`src/design/gaf_pkg.sv`:
```
// package for the gpio alternate-function block: timing, field positions, reset values
// assumes a single 10 MHz device clock
package gaf_pkg;
   // ==========================================
   // clock and time base
   // ==========================================
   localparam int CLK_HZ = 10000000; // device clock rate
   localparam int DEBOUNCE_US = 1000; // pulses of this width or less are rejected
   // cycles a level must stay stable before it passes (strictly longer than 1 ms)
   localparam int DEBOUNCE_CYC = (CLK_HZ / 1000000) * DEBOUNCE_US + 1;
   localparam int HALF_SEC_MS = 500; // half period of the 1 Hz led wave
   localparam int HALF_SEC_CYC = (CLK_HZ / 1000) * HALF_SEC_MS;
   localparam int MINUTE_HALF_SECS = 120; // half seconds in one minute
   // ==========================================
   // register fields
   // ==========================================
   localparam int CTLA_LED_ON_TIMEOUT_BIT = 3; // watchdog_control_a: led on time-out
   localparam int CTLB_TIMEOUT_BIT = 0; // watchdog_control_b: time-out status
   localparam int CTLB_LED_FORCE_BIT = 1; // watchdog_control_b: led always toggles
   localparam logic [7:0] CTLB_RESET = 8'h00; // watchdog_control_b after reset
   localparam logic [7:0] COUNT_RESET = 8'h00; // watchdog_count after reset
   localparam logic [15:0] WDT_CTLB_OFFSET = 16'h0001; // above second group base
   localparam int STEER_CHANNELS = 3; // steered interrupt pins
   localparam int IRQ_SEL_W = 4; // irq select field width
   localparam int IRQ_LINES = 16; // host interrupt channels
endpackage

```
`src/design/gaf_gpio_alt.sv`:
```
// gpio alternate functions: interrupt steering, watchdog, power led, address decoders
// assumes host bus inputs synchronous to ref_clk; configuration arrives as plain ports
//
// Summary of operation
// - every alternate function passes pin polarity control
// - steering pins routed to selected irq channel
// - each steered channel debounces pulses up to 1ms
// - watchdog down counter decrements once per minute
// - nonzero write, or kbd/mouse irq edge while count nonzero, reloads
// - count-down to zero sets time-out flag bit 0; a zero write does not
// - watchdog irq asserted only when enabled
// - led toggles after time-out if control_a bit3
// - control_b host accessible at group base plus one
// - led toggles at 1 Hz, 50 percent duty
// - control_b bit1 forces toggle, else time-out gated
// - steady led level set by polarity bit
// - decoders compare base, active only when aen low
// - decoder outputs active low, polarity invertible
// - write strobe also gated by iow low
`timescale 1ns/1ps
module gaf_gpio_alt #(
   parameter int HALF_SEC_CYCLES = gaf_pkg::HALF_SEC_CYC, // shortened in simulation
   parameter int DEBOUNCE_CYCLES = gaf_pkg::DEBOUNCE_CYC // shortened in simulation
) (
   input wire logic ref_clk, // device clock
   input wire logic reset, // asynchronous, active high
   // interrupt steering
   input wire logic [gaf_pkg::STEER_CHANNELS-1:0] steer_pin_in, // a, b, c pin levels
   input wire logic [gaf_pkg::STEER_CHANNELS-1:0] steer_polarity, // 1 inverts
   input wire logic [gaf_pkg::STEER_CHANNELS*gaf_pkg::IRQ_SEL_W-1:0] irq_select_config,
   output logic [gaf_pkg::IRQ_LINES-1:0] steer_irq, // host irq lines, 0 selects none
   // watchdog
   input wire logic count_wr, // write strobe for watchdog_count
   input wire logic [7:0] count_wdata, // minutes to load
   input wire logic kbd_irq, // keyboard interrupt level
   input wire logic mouse_irq, // mouse interrupt level
   input wire logic [7:0] watchdog_control_a, // configuration byte
   input wire logic watchdog_irq_enable, // enable from watchdog_irq_config
   input wire logic watchdog_out_polarity, // polarity of watchdog output pin
   output logic watchdog_out, // watchdog interrupt at the pin
   output logic [7:0] watchdog_count_rd, // live counter value
   // power led
   input wire logic led_polarity, // polarity of the led pin
   output logic led_out, // power led pin level
   // host bus
   input wire logic [15:0] host_addr, // isa address
   input wire logic aen, // address enable, decoders live while low
   input wire logic iow_n, // isa write strobe, active low
   input wire logic ior_n, // isa read strobe, active low
   input wire logic [7:0] host_wdata, // isa write data
   output logic [7:0] host_rdata, // read data for watchdog_control_b
   output logic host_rdata_oe, // high while the block drives the data bus
   input wire logic [15:0] second_group_base, // i/o base of the second group
   input wire logic [15:0] decoder_base_a, // base for decoder pin a
   input wire logic [15:0] decoder_base_b, // base for decoder pin b
   input wire logic [15:0] decoder_base_c, // base for decoder pin c
   input wire logic [15:0] strobe_base, // base for the write strobe
   input wire logic [3:0] decoder_polarity, // a, b, c, strobe; 1 inverts
   output logic [2:0] decoder_out, // decoder pins a, b, c
   output logic write_strobe_out, // write strobe pin
   output logic [7:0] watchdog_control_b // control_b contents
);
   // ==========================================
   // shared helpers
   // ==========================================
   // qualified address match, used by every decoder
   function automatic logic addr_hit(input logic [15:0] a, input logic [15:0] b,
                                     input logic en_n);
      addr_hit = (a == b) && !en_n;
   endfunction

   // any clean steered level whose select names this host line; line 0 means unrouted
   function automatic logic steer_hit(
      input logic [gaf_pkg::STEER_CHANNELS*gaf_pkg::IRQ_SEL_W-1:0] sel,
      input logic [gaf_pkg::STEER_CHANNELS-1:0] clean,
      input int chan);
      steer_hit = 1'b0;
      for (int i = 0; i < gaf_pkg::STEER_CHANNELS; i++)
      begin
         if (chan != 0 && sel[i*gaf_pkg::IRQ_SEL_W +: gaf_pkg::IRQ_SEL_W] == 4'(chan) && clean[i])
         begin
            steer_hit = 1'b1;
         end
      end
   endfunction

   // ==========================================
   // time base prescaler
   // ==========================================
   logic [31:0] half_cnt_reg; // cycles within a half second
   logic half_tick; // one cycle pulse every half second
   logic [6:0] min_cnt_reg; // half seconds within a minute
   logic minute_tick; // one cycle pulse every minute
   logic led_phase_reg; // free running 1 Hz square wave

   assign half_tick = (half_cnt_reg == 32'(HALF_SEC_CYCLES - 1));
   assign minute_tick = half_tick && (min_cnt_reg == 7'(gaf_pkg::MINUTE_HALF_SECS - 1));

   // half second divider from the free-running clock
   always_ff @(posedge ref_clk or posedge reset)
   begin
      if (reset)
      begin
         half_cnt_reg <= 32'h00000000;
      end
      else if (half_tick)
      begin
         half_cnt_reg <= 32'h00000000;
      end
      else
      begin
         half_cnt_reg <= half_cnt_reg + 32'h00000001;
      end
   end

   // minute divider and the 1 Hz phase share the half second tick
   always_ff @(posedge ref_clk or posedge reset)
   begin
      if (reset)
      begin
         min_cnt_reg <= 7'h00;
         led_phase_reg <= 1'b0;
      end
      else if (half_tick)
      begin
         // equal half periods give the 50 percent duty
         led_phase_reg <= !led_phase_reg;
         min_cnt_reg <= minute_tick ? 7'h00 : min_cnt_reg + 7'h01;
      end
   end

   // ==========================================
   // interrupt steering with debounce
   // ==========================================
   logic [gaf_pkg::STEER_CHANNELS-1:0] steer_level; // pin after polarity
   logic [gaf_pkg::STEER_CHANNELS-1:0] steer_clean_reg; // debounced level
   logic [31:0] deb_cnt_reg [gaf_pkg::STEER_CHANNELS]; // stability counters

   assign steer_level = steer_pin_in ^ steer_polarity;

   // a change must persist past 1 ms before it is accepted; shorter pulses vanish
   always_ff @(posedge ref_clk or posedge reset)
   begin
      if (reset)
      begin
         steer_clean_reg <= '0;
         for (int i = 0; i < gaf_pkg::STEER_CHANNELS; i++)
         begin
            deb_cnt_reg[i] <= 32'h00000000;
         end
      end
      else
      begin
         for (int i = 0; i < gaf_pkg::STEER_CHANNELS; i++)
         begin
            if (steer_level[i] == steer_clean_reg[i])
            begin
               deb_cnt_reg[i] <= 32'h00000000;
            end
            else if (deb_cnt_reg[i] == 32'(DEBOUNCE_CYCLES - 1))
            begin
               steer_clean_reg[i] <= steer_level[i];
               deb_cnt_reg[i] <= 32'h00000000;
            end
            else
            begin
               deb_cnt_reg[i] <= deb_cnt_reg[i] + 32'h00000001;
            end
         end
      end
   end

   // route each clean level to its chosen channel; select 0 leaves it unrouted
   always_ff @(posedge ref_clk or posedge reset)
   begin
      if (reset)
      begin
         steer_irq <= '0;
      end
      else
      begin
         for (int l = 0; l < gaf_pkg::IRQ_LINES; l++)
         begin
            steer_irq[l] <= steer_hit(irq_select_config, steer_clean_reg, l);
         end
      end
   end

   // ==========================================
   // watchdog counter
   // ==========================================
   logic [7:0] count_reg; // remaining minutes
   logic kbd_d_reg; // previous keyboard level
   logic mouse_d_reg; // previous mouse level
   logic [7:0] reload_val_reg; // last non-zero load value
   logic kick; // keyboard or mouse rising edge
   logic ctlb_wr; // host write to watchdog_control_b
   logic ctlb_rd; // host read of watchdog_control_b
   logic timeout_event; // counter steps 1 -> 0

   assign kick = (kbd_irq && !kbd_d_reg) || (mouse_irq && !mouse_d_reg);
   // a reload in the cycle of the last minute tick wins, so no false time-out
   assign timeout_event = minute_tick && (count_reg == 8'h01) && !count_wr && !kick;
   assign ctlb_wr = addr_hit(host_addr, second_group_base + gaf_pkg::WDT_CTLB_OFFSET, aen)
                    && !iow_n;
   assign ctlb_rd = addr_hit(host_addr, second_group_base + gaf_pkg::WDT_CTLB_OFFSET, aen)
                    && !ior_n;

   // interrupt edge memory for the reload kick
   always_ff @(posedge ref_clk or posedge reset)
   begin
      if (reset)
      begin
         kbd_d_reg <= 1'b0;
         mouse_d_reg <= 1'b0;
      end
      else
      begin
         kbd_d_reg <= kbd_irq;
         mouse_d_reg <= mouse_irq;
      end
   end

   // load, reload and count down; a zero write stops the timer
   always_ff @(posedge ref_clk or posedge reset)
   begin
      if (reset)
      begin
         count_reg <= gaf_pkg::COUNT_RESET;
         reload_val_reg <= gaf_pkg::COUNT_RESET;
      end
      else if (count_wr)
      begin
         count_reg <= count_wdata;
         if (count_wdata != 8'h00)
         begin
            reload_val_reg <= count_wdata;
         end
      end
      else if (kick && count_reg != 8'h00)
      begin
         count_reg <= reload_val_reg;
      end
      else if (minute_tick && count_reg != 8'h00)
      begin
         count_reg <= count_reg - 8'h01;
      end
   end

   // control_b: time-out flag set wins over a host write in the same cycle
   always_ff @(posedge ref_clk or posedge reset)
   begin
      if (reset)
      begin
         watchdog_control_b <= gaf_pkg::CTLB_RESET;
      end
      else
      begin
         if (ctlb_wr)
         begin
            watchdog_control_b <= host_wdata;
         end
         if (timeout_event)
         begin
            watchdog_control_b[gaf_pkg::CTLB_TIMEOUT_BIT] <= 1'b1;
         end
      end
   end

   // ==========================================
   // registered outputs
   // ==========================================
   logic led_toggle; // led currently toggling
   logic timed_out; // time-out flag

   assign timed_out = watchdog_control_b[gaf_pkg::CTLB_TIMEOUT_BIT];
   assign led_toggle = watchdog_control_b[gaf_pkg::CTLB_LED_FORCE_BIT] ||
      (watchdog_control_a[gaf_pkg::CTLA_LED_ON_TIMEOUT_BIT] && timed_out);

   // watchdog pin, led pin and readback
   always_ff @(posedge ref_clk or posedge reset)
   begin
      if (reset)
      begin
         watchdog_out <= 1'b0;
         led_out <= 1'b0;
         watchdog_count_rd <= 8'h00;
         host_rdata <= 8'h00;
         host_rdata_oe <= 1'b0;
      end
      else
      begin
         watchdog_out <= (timed_out && watchdog_irq_enable) ^ watchdog_out_polarity;
         // steady level is the polarity bit alone
         led_out <= (led_toggle & led_phase_reg) ^ led_polarity;
         watchdog_count_rd <= count_reg;
         host_rdata <= ctlb_rd ? watchdog_control_b : 8'h00;
         host_rdata_oe <= ctlb_rd;
      end
   end

   // decoders: active low when polarity 0; one cycle of latency from the bus
   always_ff @(posedge ref_clk or posedge reset)
   begin
      if (reset)
      begin
         decoder_out <= 3'h7;
         write_strobe_out <= 1'b1;
      end
      else
      begin
         decoder_out[0] <= !addr_hit(host_addr, decoder_base_a, aen)
                           ^ decoder_polarity[0];
         decoder_out[1] <= !addr_hit(host_addr, decoder_base_b, aen)
                           ^ decoder_polarity[1];
         decoder_out[2] <= !addr_hit(host_addr, decoder_base_c, aen)
                           ^ decoder_polarity[2];
         write_strobe_out <= !(addr_hit(host_addr, strobe_base, aen) && !iow_n)
                             ^ decoder_polarity[3];
      end
   end
endmodule // gaf_gpio_alt

```
`config.mk`:
```
export PLATFORM = sky130hd
export DESIGN_NAME = gaf_gpio_alt
export DESIGN_NICKNAME = d
export VERILOG_FILES = /design/src/design/gaf_pkg.sv /design/src/design/gaf_gpio_alt.sv
export SDC_FILE = /design/constraint.sdc
export NUM_CORES = 1
export LEC_CHECK = 0
export ABC_AREA = 1
export BUFFER_PORTS_ARGS = -buffer_cell sky130_fd_sc_hd__buf_2
export CORE_MARGIN = 5
export CORE_UTILIZATION = 55
export CTS_BUF_LIST = sky130_fd_sc_hd__clkbuf_2
export CTS_CLUSTER_SIZE = 14
export DETAILED_ROUTE_END_ITERATION = 12
export HOLD_SLACK_MARGIN = 0.15
export PLACE_DENSITY = 0.86
export REMOVE_ABC_BUFFERS = 1
export SLEW_MARGIN = 20
export SYNTH_ARGS = -nofsm -noshare
export SYNTH_HDL_FRONTEND = slang
export SYNTH_SLANG_ARGS = --single-unit
export TNS_END_PERCENT = 5
```
`constraint.sdc`:
```
create_clock -name ref_clk -period 7.08 [get_ports ref_clk]
set_input_delay 0.354 -clock ref_clk [delete_from_list [all_inputs] [get_ports ref_clk]]
set_output_delay 0.354 -clock ref_clk [all_outputs]
set_load 0.01 [all_outputs]
```
==> results of run 1 <==
synth_stat cells, types with 4 or more instances:
| cell type | number |
|---|---|
| a21oi_1 | 26 |
| nor4_1 | 32 |
| o21ai_0 | 48 |
| nand2_2 | 14 |
| nor3_1 | 110 |
| nor3b_1 | 12 |
| inv_1 | 225 |
| nor2_1 | 237 |
| nor3_2 | 9 |
| o21ai_2 | 7 |
| o2111ai_1 | 4 |
| a211o_1 | 4 |
| nand4_1 | 52 |
| o21a_1 | 4 |
| ha_1 | 12 |
| inv_2 | 4 |
| or2_2 | 6 |
| dfrtp_1 | 199 |
| dfstp_2 | 4 |
| clkbuf_1 | 12 |
| buf_2 | 12 |
| nor2_4 | 8 |
| xor2_1 | 91 |
| nor2_2 | 15 |
| nand2_1 | 351 |
| nand3_1 | 122 |
| xnor2_1 | 35 |
| o22ai_1 | 6 |
area by class of cell:
type | instances | area (um2) | area share (%)
timing repair buffer | 290 | 1940 | 12.7
multi-input combinational | 1233 | 6470 | 42.4
inverter | 232 | 886 | 5.82
clock buffer | 70 | 350 | 2.30
tap | 285 | 357 | 2.34
clock inverter | 23 | 150 | 0.986
sequential | 203 | 5080 | 33.4
antenna | 1 | 2.50 | 0.0164
worst min-delay path by stage:
stage | startpoint | to | slack, ps | cells past startpoint
CTS | steer_polarity[1] | deb_cnt_reg[47]$_DFF_PP0_ | 170 | 5
detailed placement | count_reg[1]$_DFFE_PP0P_ | watchdog_count_rd[1]$_DFF_PP0_ | 400 | 0
finish | reset | steer_irq[9]$_DFF_PP0_ | 120 | 3
floorplan | count_reg[1]$_DFFE_PP0P_ | watchdog_count_rd[1]$_DFF_PP0_ | 370 | 0
global route | steer_polarity[1] | deb_cnt_reg[37]$_DFF_PP0_ | 180 | 5
global placement | count_reg[1]$_DFFE_PP0P_ | watchdog_count_rd[1]$_DFF_PP0_ | 390 | 0
power by group through the flow:
stage          logic (mW)  clock network [mW]  registers [mW]
6_report            0.372               0.835            1.22
2_1_floorplan       0.189                   0            1.25
3_3_place_gp        0.320                   0            1.24
5_1_grt             0.418               0.920            1.23
4_1_cts             0.367               0.860            1.22
3_5_place_dp        0.330                   0            1.25
cell families after synthesis:
family          Yosys count  share of synthesized area, %
fa+ha+maj                12                          1.20
simple gates            982                          36.2
compound gates          112                          5.24
xor+xnor                126                          8.79
flops                   203                          40.5
other cells               1                        0.0299
buf+inv                 259                          8.03
per-stage QoR:
stage,cell area [um2],instances
after floorplan,12400,1668
after global routing,15200,2337
final,15200,2337
after CTS,15200,2336
after detailed placement,13800,2148
after global placement,13800,2148
repair_timing:
action | in CTS | in global routing
gates resized for setup | 0 | 0
hold endpoints to repair | 211 | 0
hold buffers | 95 | 0
metal layers:
layer,share of wire (%),GRT usage (%),wire [um],vias up
met4,5.2,13.8,1880,0
met2,49,48.7,17600,551
li1,-,-,-,6149
met5,0,0,0,-
met1,39,31.9,14100,5873
met3,6.4,5.08,2310,136
critical path, delay by kind of cell, from the launching register on:
family                 cells  cell delay [ps]
buffers and inverters      3             1380
AND/OR/NAND/NOR            3              780
flip-flops                 1              560
==> impl_metrics.py, run 1 <==
metrics = {
    "hold_path": {
        "hold_class": "in2async",
    },
    "worst_setup_path": {
        "crit_path_end": "steer_irq[14]$_DFF_PP0_",
        "r2r-start": "steer_clean_reg[0]$_DFFE_PP0P_",
        "worst_setup_path_start_kind": "register",
        "rr_endpoint": "steer_irq[14]$_DFF_PP0_",
        "critPathSlowestCell": "dlygate4sd3_1",
        "critPathArrivalTime_ps": 3560,
        "ff2ff_path_depth": 6,
        "required_ps": 7800,
        "regToRegSetupSlack_ps": 4240,
        "cp-startpoint": "steer_clean_reg[0]$_DFFE_PP0P_",
        "worstSetupPathType": "reg2reg",
        "crit_path_frequent_cell": "dlygate4sd3_1",
        "crit_chain": "inv_1, nor3_1, nand2_1, dlygate4sd3_1, nand3_1, dlygate4sd3_1",
        "worstSetupEndpointType": "register",
        "critPathMaxStageDelay_ps": 610,
        "worst-path-max-fanout": 9,
    },
    "detailed_routing": {
        "via_per_inst": 5.44,
        "routedWlPerCell_um": 15.4,
        "ant_nets": 0,
        "drt_wl_total_um": 35900,
        "first_pass_iters": 9,
        "drc": 0,
        "dr_total_vias": 12700,
        "drtIter0Drc": 1079,
    },
    "pwr": {
        "cellInternalPower_mw": 1.69,
        "seqPwrFrac_pct": 50.4,
        "power_leakage_nw": 7.20,
        "p_per_area_mw_per_mm2": 160,
        "combPwrFrac_pct": 15.3,
        "ir_drop_mv": 0.0821,
        "p_sw_share_pct": 30.5,
        "pwr-share-clk_pct": 34.4,
        "power.total_mw": 2.43,
        "p_switching_uw": 742,
    },
    "place": {
        "dp_hpwl_um": 26900,
        "dp_worst_setup_slack_ps": 4820,
        "gp_congestion": 0.996,
        "io_buffers": 191,
    },
    "logic_synthesis": {
        "syn_inst": 1695,
        "seq_area_frac_synth_pct": 40.5,
        "synth.avg_cell_area_um2": 7.41,
        "ys_warn_count": 0,
        "synth_top_area_share_pct": 39.6,
        "synthFlopType": "dfrtp_1",
        "yosys.area.top_type": "dfrtp_1",
        "synth.distinct_cells": 47,
        "synth_area_mm2": 0.0126,
        "ys_ff_latch": 203,
        "synth_edf_count": 0,
        "synth_area_leaders": "dfrtp_1 (40%), nand2_1 (10%), nor2_1 (7.1%)",
        "synth-async-reset-ratio_pct": 100,
    },
    "finish": {
        "layout-drive-gt1-share_pct": 17.0,
        "final_util_pct": 67.5,
        "largest_reg_flops": 96,
        "nFillCells": 1847,
        "final_common_cell": "nand2_1",
        "fin_nets": 2177,
        "areaGrowthSynthToFinish_pct": 21.3,
        "mostFrequentLayoutCells": "nand2_1 (351), nor2_1 (237), inv_1 (224)",
    },
    "die": {
        "pin_count": 200,
        "coreArea_mm2": 0.0226,
        "die_h_um": 161,
        "dieWidth_um": 161,
        "initial_core_util_pct": 55.6,
        "rows": 55,
        "dieArea_mm2": 0.0260,
    },
    "sta": {
        "finalHoldViolCount": 0,
        "finalWorstSetupSlack_ps": 4240,
        "fin_hold_ws_ps": 125,
        "period_share_pct": 40.1,
        "slew_headroom_pct": 29.9,
        "rsz0062_at_grt": "no",
        "period_needed_ps": 2840,
        "max_freq_mhz": 352,
        "fin_skew_ps": 84.4,
        "tns_ps": 0,
        "setup_violations": 0,
        "worstMarginPinSlew_ps": 1050,
        "drv_slew": 0,
    },
    "clock_tree": {
        "clkTransAtPathRegs_ps": 110,
        "cts_made_buffers": 52,
        "cts_tree": "built",
        "postCtsSetupBuffers": 0,
        "clock_latency_ps": 840,
        "clock-sinks": 203,
        "cts_max_level": 2,
        "clockBufferDepth": 3,
        "root_buffer": "clkbuf_2",
    },
    "global_route": {
        "grt_pass1_wl_um": 59400,
        "first_global_vias": 12800,
        "grt_max_degree": 147,
        "grt_antenna_before_repair": 1,
        "grt_usage_pct": 27.5,
        "overflow": 0,
    },
    "status": {
        "outcome": "complete, no violations",
    },
    "run": {
        "maxCapViolations": 0,
    },
}
Power figures use the tool's default switching activity.
==> run 2, diff against run 1 <==
==> constraint.sdc (replaced) <==
create_clock -name ref_clk -period 2.9 [get_ports ref_clk]
set_input_delay 0.145 -clock ref_clk [delete_from_list [all_inputs] [get_ports ref_clk]]
set_output_delay 0.145 -clock ref_clk [all_outputs]
set_load 0.01 [all_outputs]
==> run 2 against run 1 <==
  * Via count up 3.6%
  * First-iteration DRC count up 27%
  * Design area up 2.5%
  * Count of clock-buffer cells in the layout decreased by 4
  * Worst hold slack better by 110 ps
  * Sequential share of layout area down 0.83 points
  * Setup slack lost 3800 ps
  * Combinational power grew to 2.7 times the previous value
  * Critical endpoint is now watchdog_control_b[0]$_DFFE_PP0P_
==> impl_metrics.py, run 2 (same netlist as run 1, synthesis figures left out) <==
metrics = {
    "clock_tree": {
        "clock-sinks": 203,
        "clkTransAtPathRegs_ps": 120,
        "cts_made_buffers": 52,
        "cts_max_level": 2,
        "postCtsSetupBuffers": 0,
        "root_buffer": "clkbuf_2",
        "cts_tree": "built",
        "clock_latency_ps": 870,
        "clockBufferDepth": 3,
    },
    "worst_setup_path": {
        "cp_num_buf_inv": 1,
        "required_ps": 3690,
        "critPathMaxStageDelay_ps": 560,
        "crit_chain": "ha_1, nand3_1, nor2_1, nand3_1, nor2_2, nand3_1, nand3_2, dlygate4sd3_1",
        "worstSetupPathType": "reg2reg",
        "worstSetupEndpointType": "register",
        "critPathArrivalTime_ps": 3270,
        "cp_top_family": "simple AND/OR/NAND/NOR gates",
        "critPathSlowestCell": "dlygate4sd3_1",
        "worst-path-max-fanout": 10,
        "worst_setup_path_start_kind": "register",
        "crit_path_frequent_cell": "nand3_1",
    },
    "sta": {
        "drv_slew": 0,
        "max_freq_mhz": 404,
        "worstMarginPinSlew_ps": 602,
        "rsz0062_at_grt": "no",
        "fin_skew_ps": 65.4,
        "finalHoldViolCount": 0,
        "period_needed_ps": 2480,
        "setup_violations": 0,
        "period_share_pct": 85.4,
        "slew_headroom_pct": 59.6,
    },
    "finish": {
        "final_util_pct": 69.2,
        "largest_reg_flops": 96,
        "mostFrequentLayoutCells": "nand2_1 (351), nor2_1 (237), inv_1 (224)",
        "seq_area_mm2": 0.00508,
        "layout-drive-gt1-share_pct": 16.9,
        "multi_input_area_mm2": 0.00647,
        "fin_nets": 2214,
        "postLayoutCellArea_mm2": 0.0156,
        "areaGrowthSynthToFinish_pct": 24.4,
        "nFillCells": 1833,
        "final_common_cell": "nand2_1",
    },
    "pwr": {
        "power_leakage_nw": 7.37,
        "ir_drop_mv": 0.218,
        "p_per_area_mw_per_mm2": 390,
    },
    "die": {
        "rows": 55,
        "initial_core_util_pct": 55.6,
        "die_h_um": 161,
        "dieWidth_um": 161,
        "pin_count": 200,
        "dieArea_mm2": 0.0260,
        "coreArea_mm2": 0.0226,
    },
    "global_route": {
        "grt_usage_pct": 29.7,
        "grt_antenna_before_repair": 1,
        "overflow": 0,
        "grt_max_degree": 79,
        "first_global_vias": 13500,
        "grt_pass1_wl_um": 63700,
    },
    "detailed_routing": {
        "via_per_inst": 5.54,
        "first_pass_iters": 6,
        "dr_total_vias": 13200,
        "ant_nets": 0,
        "drt_wl_total_um": 38700,
        "drc": 0,
        "routedWlPerCell_um": 16.3,
        "drtIter0Drc": 1365,
    },
    "place": {
        "io_buffers": 191,
        "placed_area_mm2": 0.0138,
        "dp_hpwl_um": 27400,
        "gp_congestion": 0.970,
    },
    "status": {
        "outcome": "complete, no violations",
    },
    "run": {
        "maxCapViolations": 0,
    },
    "hold_path": {
        "hold_class": "in2reg",
    },
}
run 2: cell count changes in the layout (fill, tap and decap cells not counted), sizes merged:
cell,change
clkinv,+5
buf,+3
clkbuf,-4
dlygate4sd3,+34
clkinvlp,+1
inv,+2
run 2: worst min-delay path, stage by stage:
cell and delay, ps:
buf_2 90, xor2_1 60, dlygate4sd3_1 590, nand3_1 90, nand2_1 50
run 2: cell type report:
class,instances,share of cell area (%)
Tap cell,285,2.28
Clock inverter,31,1.19
Clock buffer,66,2.11
Inverter,232,5.64
Timing Repair Buffer,327,14.8
Multi-Input combinational cell,1233,41.4
Sequential cell,203,32.6
Antenna cell,1,0.0160
run 2: timing repair:
item,4_1_cts,5_1_grt
hold buffers,129,0
endpoints found under the hold margin,322,0
resized for setup,0,0
run 2: where the power goes:
group,leakage [nW],internal (mW),switching [mW]
logic,4.27,0.400,0.592
registers,2.73,2.92,0.0797
clock network,0.366,0.834,1.27
run 2: worst paths after layout:
kind,from,depth (start not counted),endpoint,slack (ps)
max in group asynchronous,reset,5,steer_irq[10]$_DFF_PP0_,1510
min in group asynchronous,reset,4,kbd_d_reg$_DFF_PP0_,530
hold reg to reg,count_reg[1]$_DFFE_PP0P_,0,watchdog_count_rd[1]$_DFF_PP0_,460
hold / removal,steer_polarity[1],5,steer_clean_reg[1]$_DFFE_PP0P_,230
setup / recovery,half_cnt_reg[0]$_DFF_PP0_,8,watchdog_control_b[0]$_DFFE_PP0P_,420
setup reg to reg,half_cnt_reg[0]$_DFF_PP0_,8,watchdog_control_b[0]$_DFFE_PP0P_,420
run 2: through the flow:
step,hold slack [ps],cells,power (mW),setup WS (ps),TNS [ps]
global route,201,2378,6.42,239,0
CTS,154,2377,6.08,421,0
detailed placement,257,2151,3.86,741,0
floorplan,176,1668,3.51,-2780,-557620
global placement,251,2151,3.83,819,0
finish,230,2378,6.09,423,0
run 2: per-layer routing:
layer  wire (um)  track usage (%)  up-vias
met5           0                0        -
met4        2680             18.2        0
met3        2910             6.20      227
met2       18700             51.8      716
met1       14500             33.5     5988
li1            -                -     6240
==> run 3, diff against run 2 <==
--- a/config.mk
+++ b/config.mk
@@ -7,13 +7,15 @@
 export LEC_CHECK = 0
 export ABC_AREA = 1
 export BUFFER_PORTS_ARGS = -buffer_cell sky130_fd_sc_hd__buf_2
+export CELL_PAD_IN_SITES_DETAIL_PLACEMENT = 1
+export CELL_PAD_IN_SITES_GLOBAL_PLACEMENT = 1
 export CORE_MARGIN = 5
-export CORE_UTILIZATION = 55
+export CORE_UTILIZATION = 43
 export CTS_BUF_LIST = sky130_fd_sc_hd__clkbuf_2
 export CTS_CLUSTER_SIZE = 14
 export DETAILED_ROUTE_END_ITERATION = 12
 export HOLD_SLACK_MARGIN = 0.15
-export PLACE_DENSITY = 0.86
+export PLACE_DENSITY = 0.91
 export REMOVE_ABC_BUFFERS = 1
 export SLEW_MARGIN = 20
 export SYNTH_ARGS = -nofsm -noshare
==> run 3 against run 2 <==
  * Sequential share of layout area is 0.37 points lower
  * Count of clock-buffer cells in the layout rose by 12
  * Critical endpoint unchanged
  * Setup slack got worse by 210 ps
  * Maximum frequency is 7.8% lower
  * Largest cell class unchanged
  * Design area increased by 1.1%
  * Final cell count increased by 4.5%
  * First-iteration DRC count shrank 36%
==> impl_metrics.py, run 3 (same netlist as run 1, synthesis figures left out) <==
metrics = {
    "sta": {
        "finalHoldViolCount": 0,
        "fin_skew_ps": 159,
        "rsz0062_at_grt": "no",
        "worstMarginPinSlew_ps": 641,
        "setup_violations": 0,
        "period_share_pct": 92.7,
        "drv_slew": 0,
        "max_freq_mhz": 372,
        "tns_ps": 0,
        "slew_headroom_pct": 56.9,
        "period_needed_ps": 2690,
    },
    "global_route": {
        "grt_usage_pct": 28.9,
        "grt_pass1_wl_um": 78500,
        "grt_max_degree": 79,
        "first_global_vias": 15000,
        "overflow": 0,
        "grt_antenna_before_repair": 2,
    },
    "die": {
        "dieArea_mm2": 0.0327,
        "pin_count": 200,
        "initial_core_util_pct": 43.6,
        "rows": 62,
        "die_h_um": 181,
        "dieWidth_um": 181,
        "coreArea_mm2": 0.0288,
    },
    "pwr": {
        "power_leakage_nw": 7.42,
        "p_per_area_mw_per_mm2": 395,
        "ir_drop_mv": 0.309,
    },
    "detailed_routing": {
        "via_per_inst": 5.50,
        "wl_met3_um": 2790,
        "drtIter0Drc": 872,
        "drc": 0,
        "routedWlPerCell_um": 19.4,
        "ant_nets": 0,
        "dr_total_vias": 13700,
        "wl_met1_um": 19100,
        "top_layer_used": "met4",
        "first_pass_iters": 5,
        "route.met2.wl_um": 24100,
        "drt_wl_total_um": 48100,
    },
    "finish": {
        "largest_reg_flops": 96,
        "fin_nets": 2224,
        "final_util_pct": 54.9,
        "mostFrequentLayoutCells": "nand2_1 (351), nor2_1 (237), inv_1 (224)",
        "layout-drive-gt1-share_pct": 17.5,
        "final_common_cell": "nand2_1",
        "areaGrowthSynthToFinish_pct": 25.8,
        "nFillCells": 3707,
        "stdcell_count": 2484,
    },
    "run": {
        "maxCapViolations": 0,
    },
    "worst_setup_path": {
        "worst_setup_path_start_kind": "register",
        "worstSetupPathType": "reg2reg",
        "crit_path_frequent_cell": "nand3_1",
        "regToRegSetupSlack_ps": 210,
        "worst-path-max-fanout": 10,
        "critPathMaxStageDelay_ps": 600,
        "cp_top_family": "simple AND/OR/NAND/NOR gates",
        "crit_chain": "ha_1, nand3_1, nor2_1, nand3_1, nor2_4, nand3_1, nand3_2, dlygate4sd3_1",
        "cp_num_buf_inv": 1,
        "critPathArrivalTime_ps": 3550,
        "required_ps": 3760,
        "critPathSlowestCell": "dlygate4sd3_1",
        "worstSetupEndpointType": "register",
    },
    "status": {
        "outcome": "complete, no violations",
    },
    "clock_tree": {
        "cts_tree": "built",
        "clkTransAtPathRegs_ps": 140,
        "root_buffer": "clkbuf_2",
        "clock-sinks": 203,
        "postCtsSetupBuffers": 0,
        "clock_latency_ps": 960,
        "cts_made_buffers": 55,
        "clockBufferDepth": 3,
        "cts_max_level": 2,
    },
    "place": {
        "placedCellCount": 2253,
        "io_buffers": 191,
        "gp_congestion": 0.911,
        "dp_hpwl_um": 29600,
    },
    "hold_path": {
        "hold_class": "in2reg",
    },
}
run 3: changes by cell type in the layout (fill, tap and decap cells not counted), sizes merged:
cell         previous run  this run
diode                   1         2
buf                   198       201
clkinv                 29        17
dlygate4sd3           129       133
clkbuf                 66        78
bufinv                  2         1
run 3: final cells by class:
cell class	count	area (um2)	area share [%]
Multi-Input combinational cell	1233	6470	41.0
Sequential cell	203	5080	32.2
Timing Repair Buffer	334	2370	15.0
Inverter	232	881	5.58
Tap cell	384	480	3.04
Clock buffer	78	390	2.47
Clock inverter	18	110	0.697
Antenna cell	2	5.00	0.0317
run 3: final timing paths:
check                                            from                                end  cells past startpoint
max in group asynchronous                       reset          deb_cnt_reg[72]$_DFF_PP0_                      5
min in group asynchronous                       reset         half_cnt_reg[14]$_DFF_PP0_                      4
hold reg to reg            half_cnt_reg[13]$_DFF_PP0_         half_cnt_reg[13]$_DFF_PP0_                      1
hold / removal                      decoder_base_a[9]           decoder_out[0]$_DFF_PP1_                      6
setup / recovery            half_cnt_reg[0]$_DFF_PP0_  watchdog_control_b[0]$_DFFE_PP0P_                      8
setup reg to reg            half_cnt_reg[0]$_DFF_PP0_  watchdog_control_b[0]$_DFFE_PP0P_                      8
run 3: power by group:
part / switching (mW) / internal, mW
logic: 0.632 / 0.406
clock network: 1.37 / 0.824
registers: 0.0861 / 2.92
run 3: tightest hold or removal path, cell delays in order:
cell           delay [ps]
buf_2                  90
a211o_1               120
nor3_1                 40
nand3_1                70
xor2_1                 60
dlygate4sd3_1         570
run 3: timing repair:
item                                    in CTS  in global routing
gates resized for setup                      0                  1
endpoints found under the hold margin      322                  0
hold buffers                               133                  0
endpoints found under the setup margin       0                  1
run 3: metal layers:
layer / up-vias / GRT usage [%]
li1: 6252 / -
met1: 6698 / 34.1
met2: 551 / 51.6
met3: 172 / 5.05
met4: 0 / 12.4
met5: - / 0
run 3: stage by stage:
step / total power [mW] / cell area [um2] / worst slack (ps) / hold slack (ps)
global placement: 3.83 / 14000 / 928 / 258
CTS: 6.15 / 15800 / 314 / 158
floorplan: 3.51 / 12400 / -2780 / 176
detailed placement: 3.87 / 14000 / 788 / 264
global route: 6.57 / 15800 / 69.7 / 231
finish: 6.24 / 15800 / 213 / 267
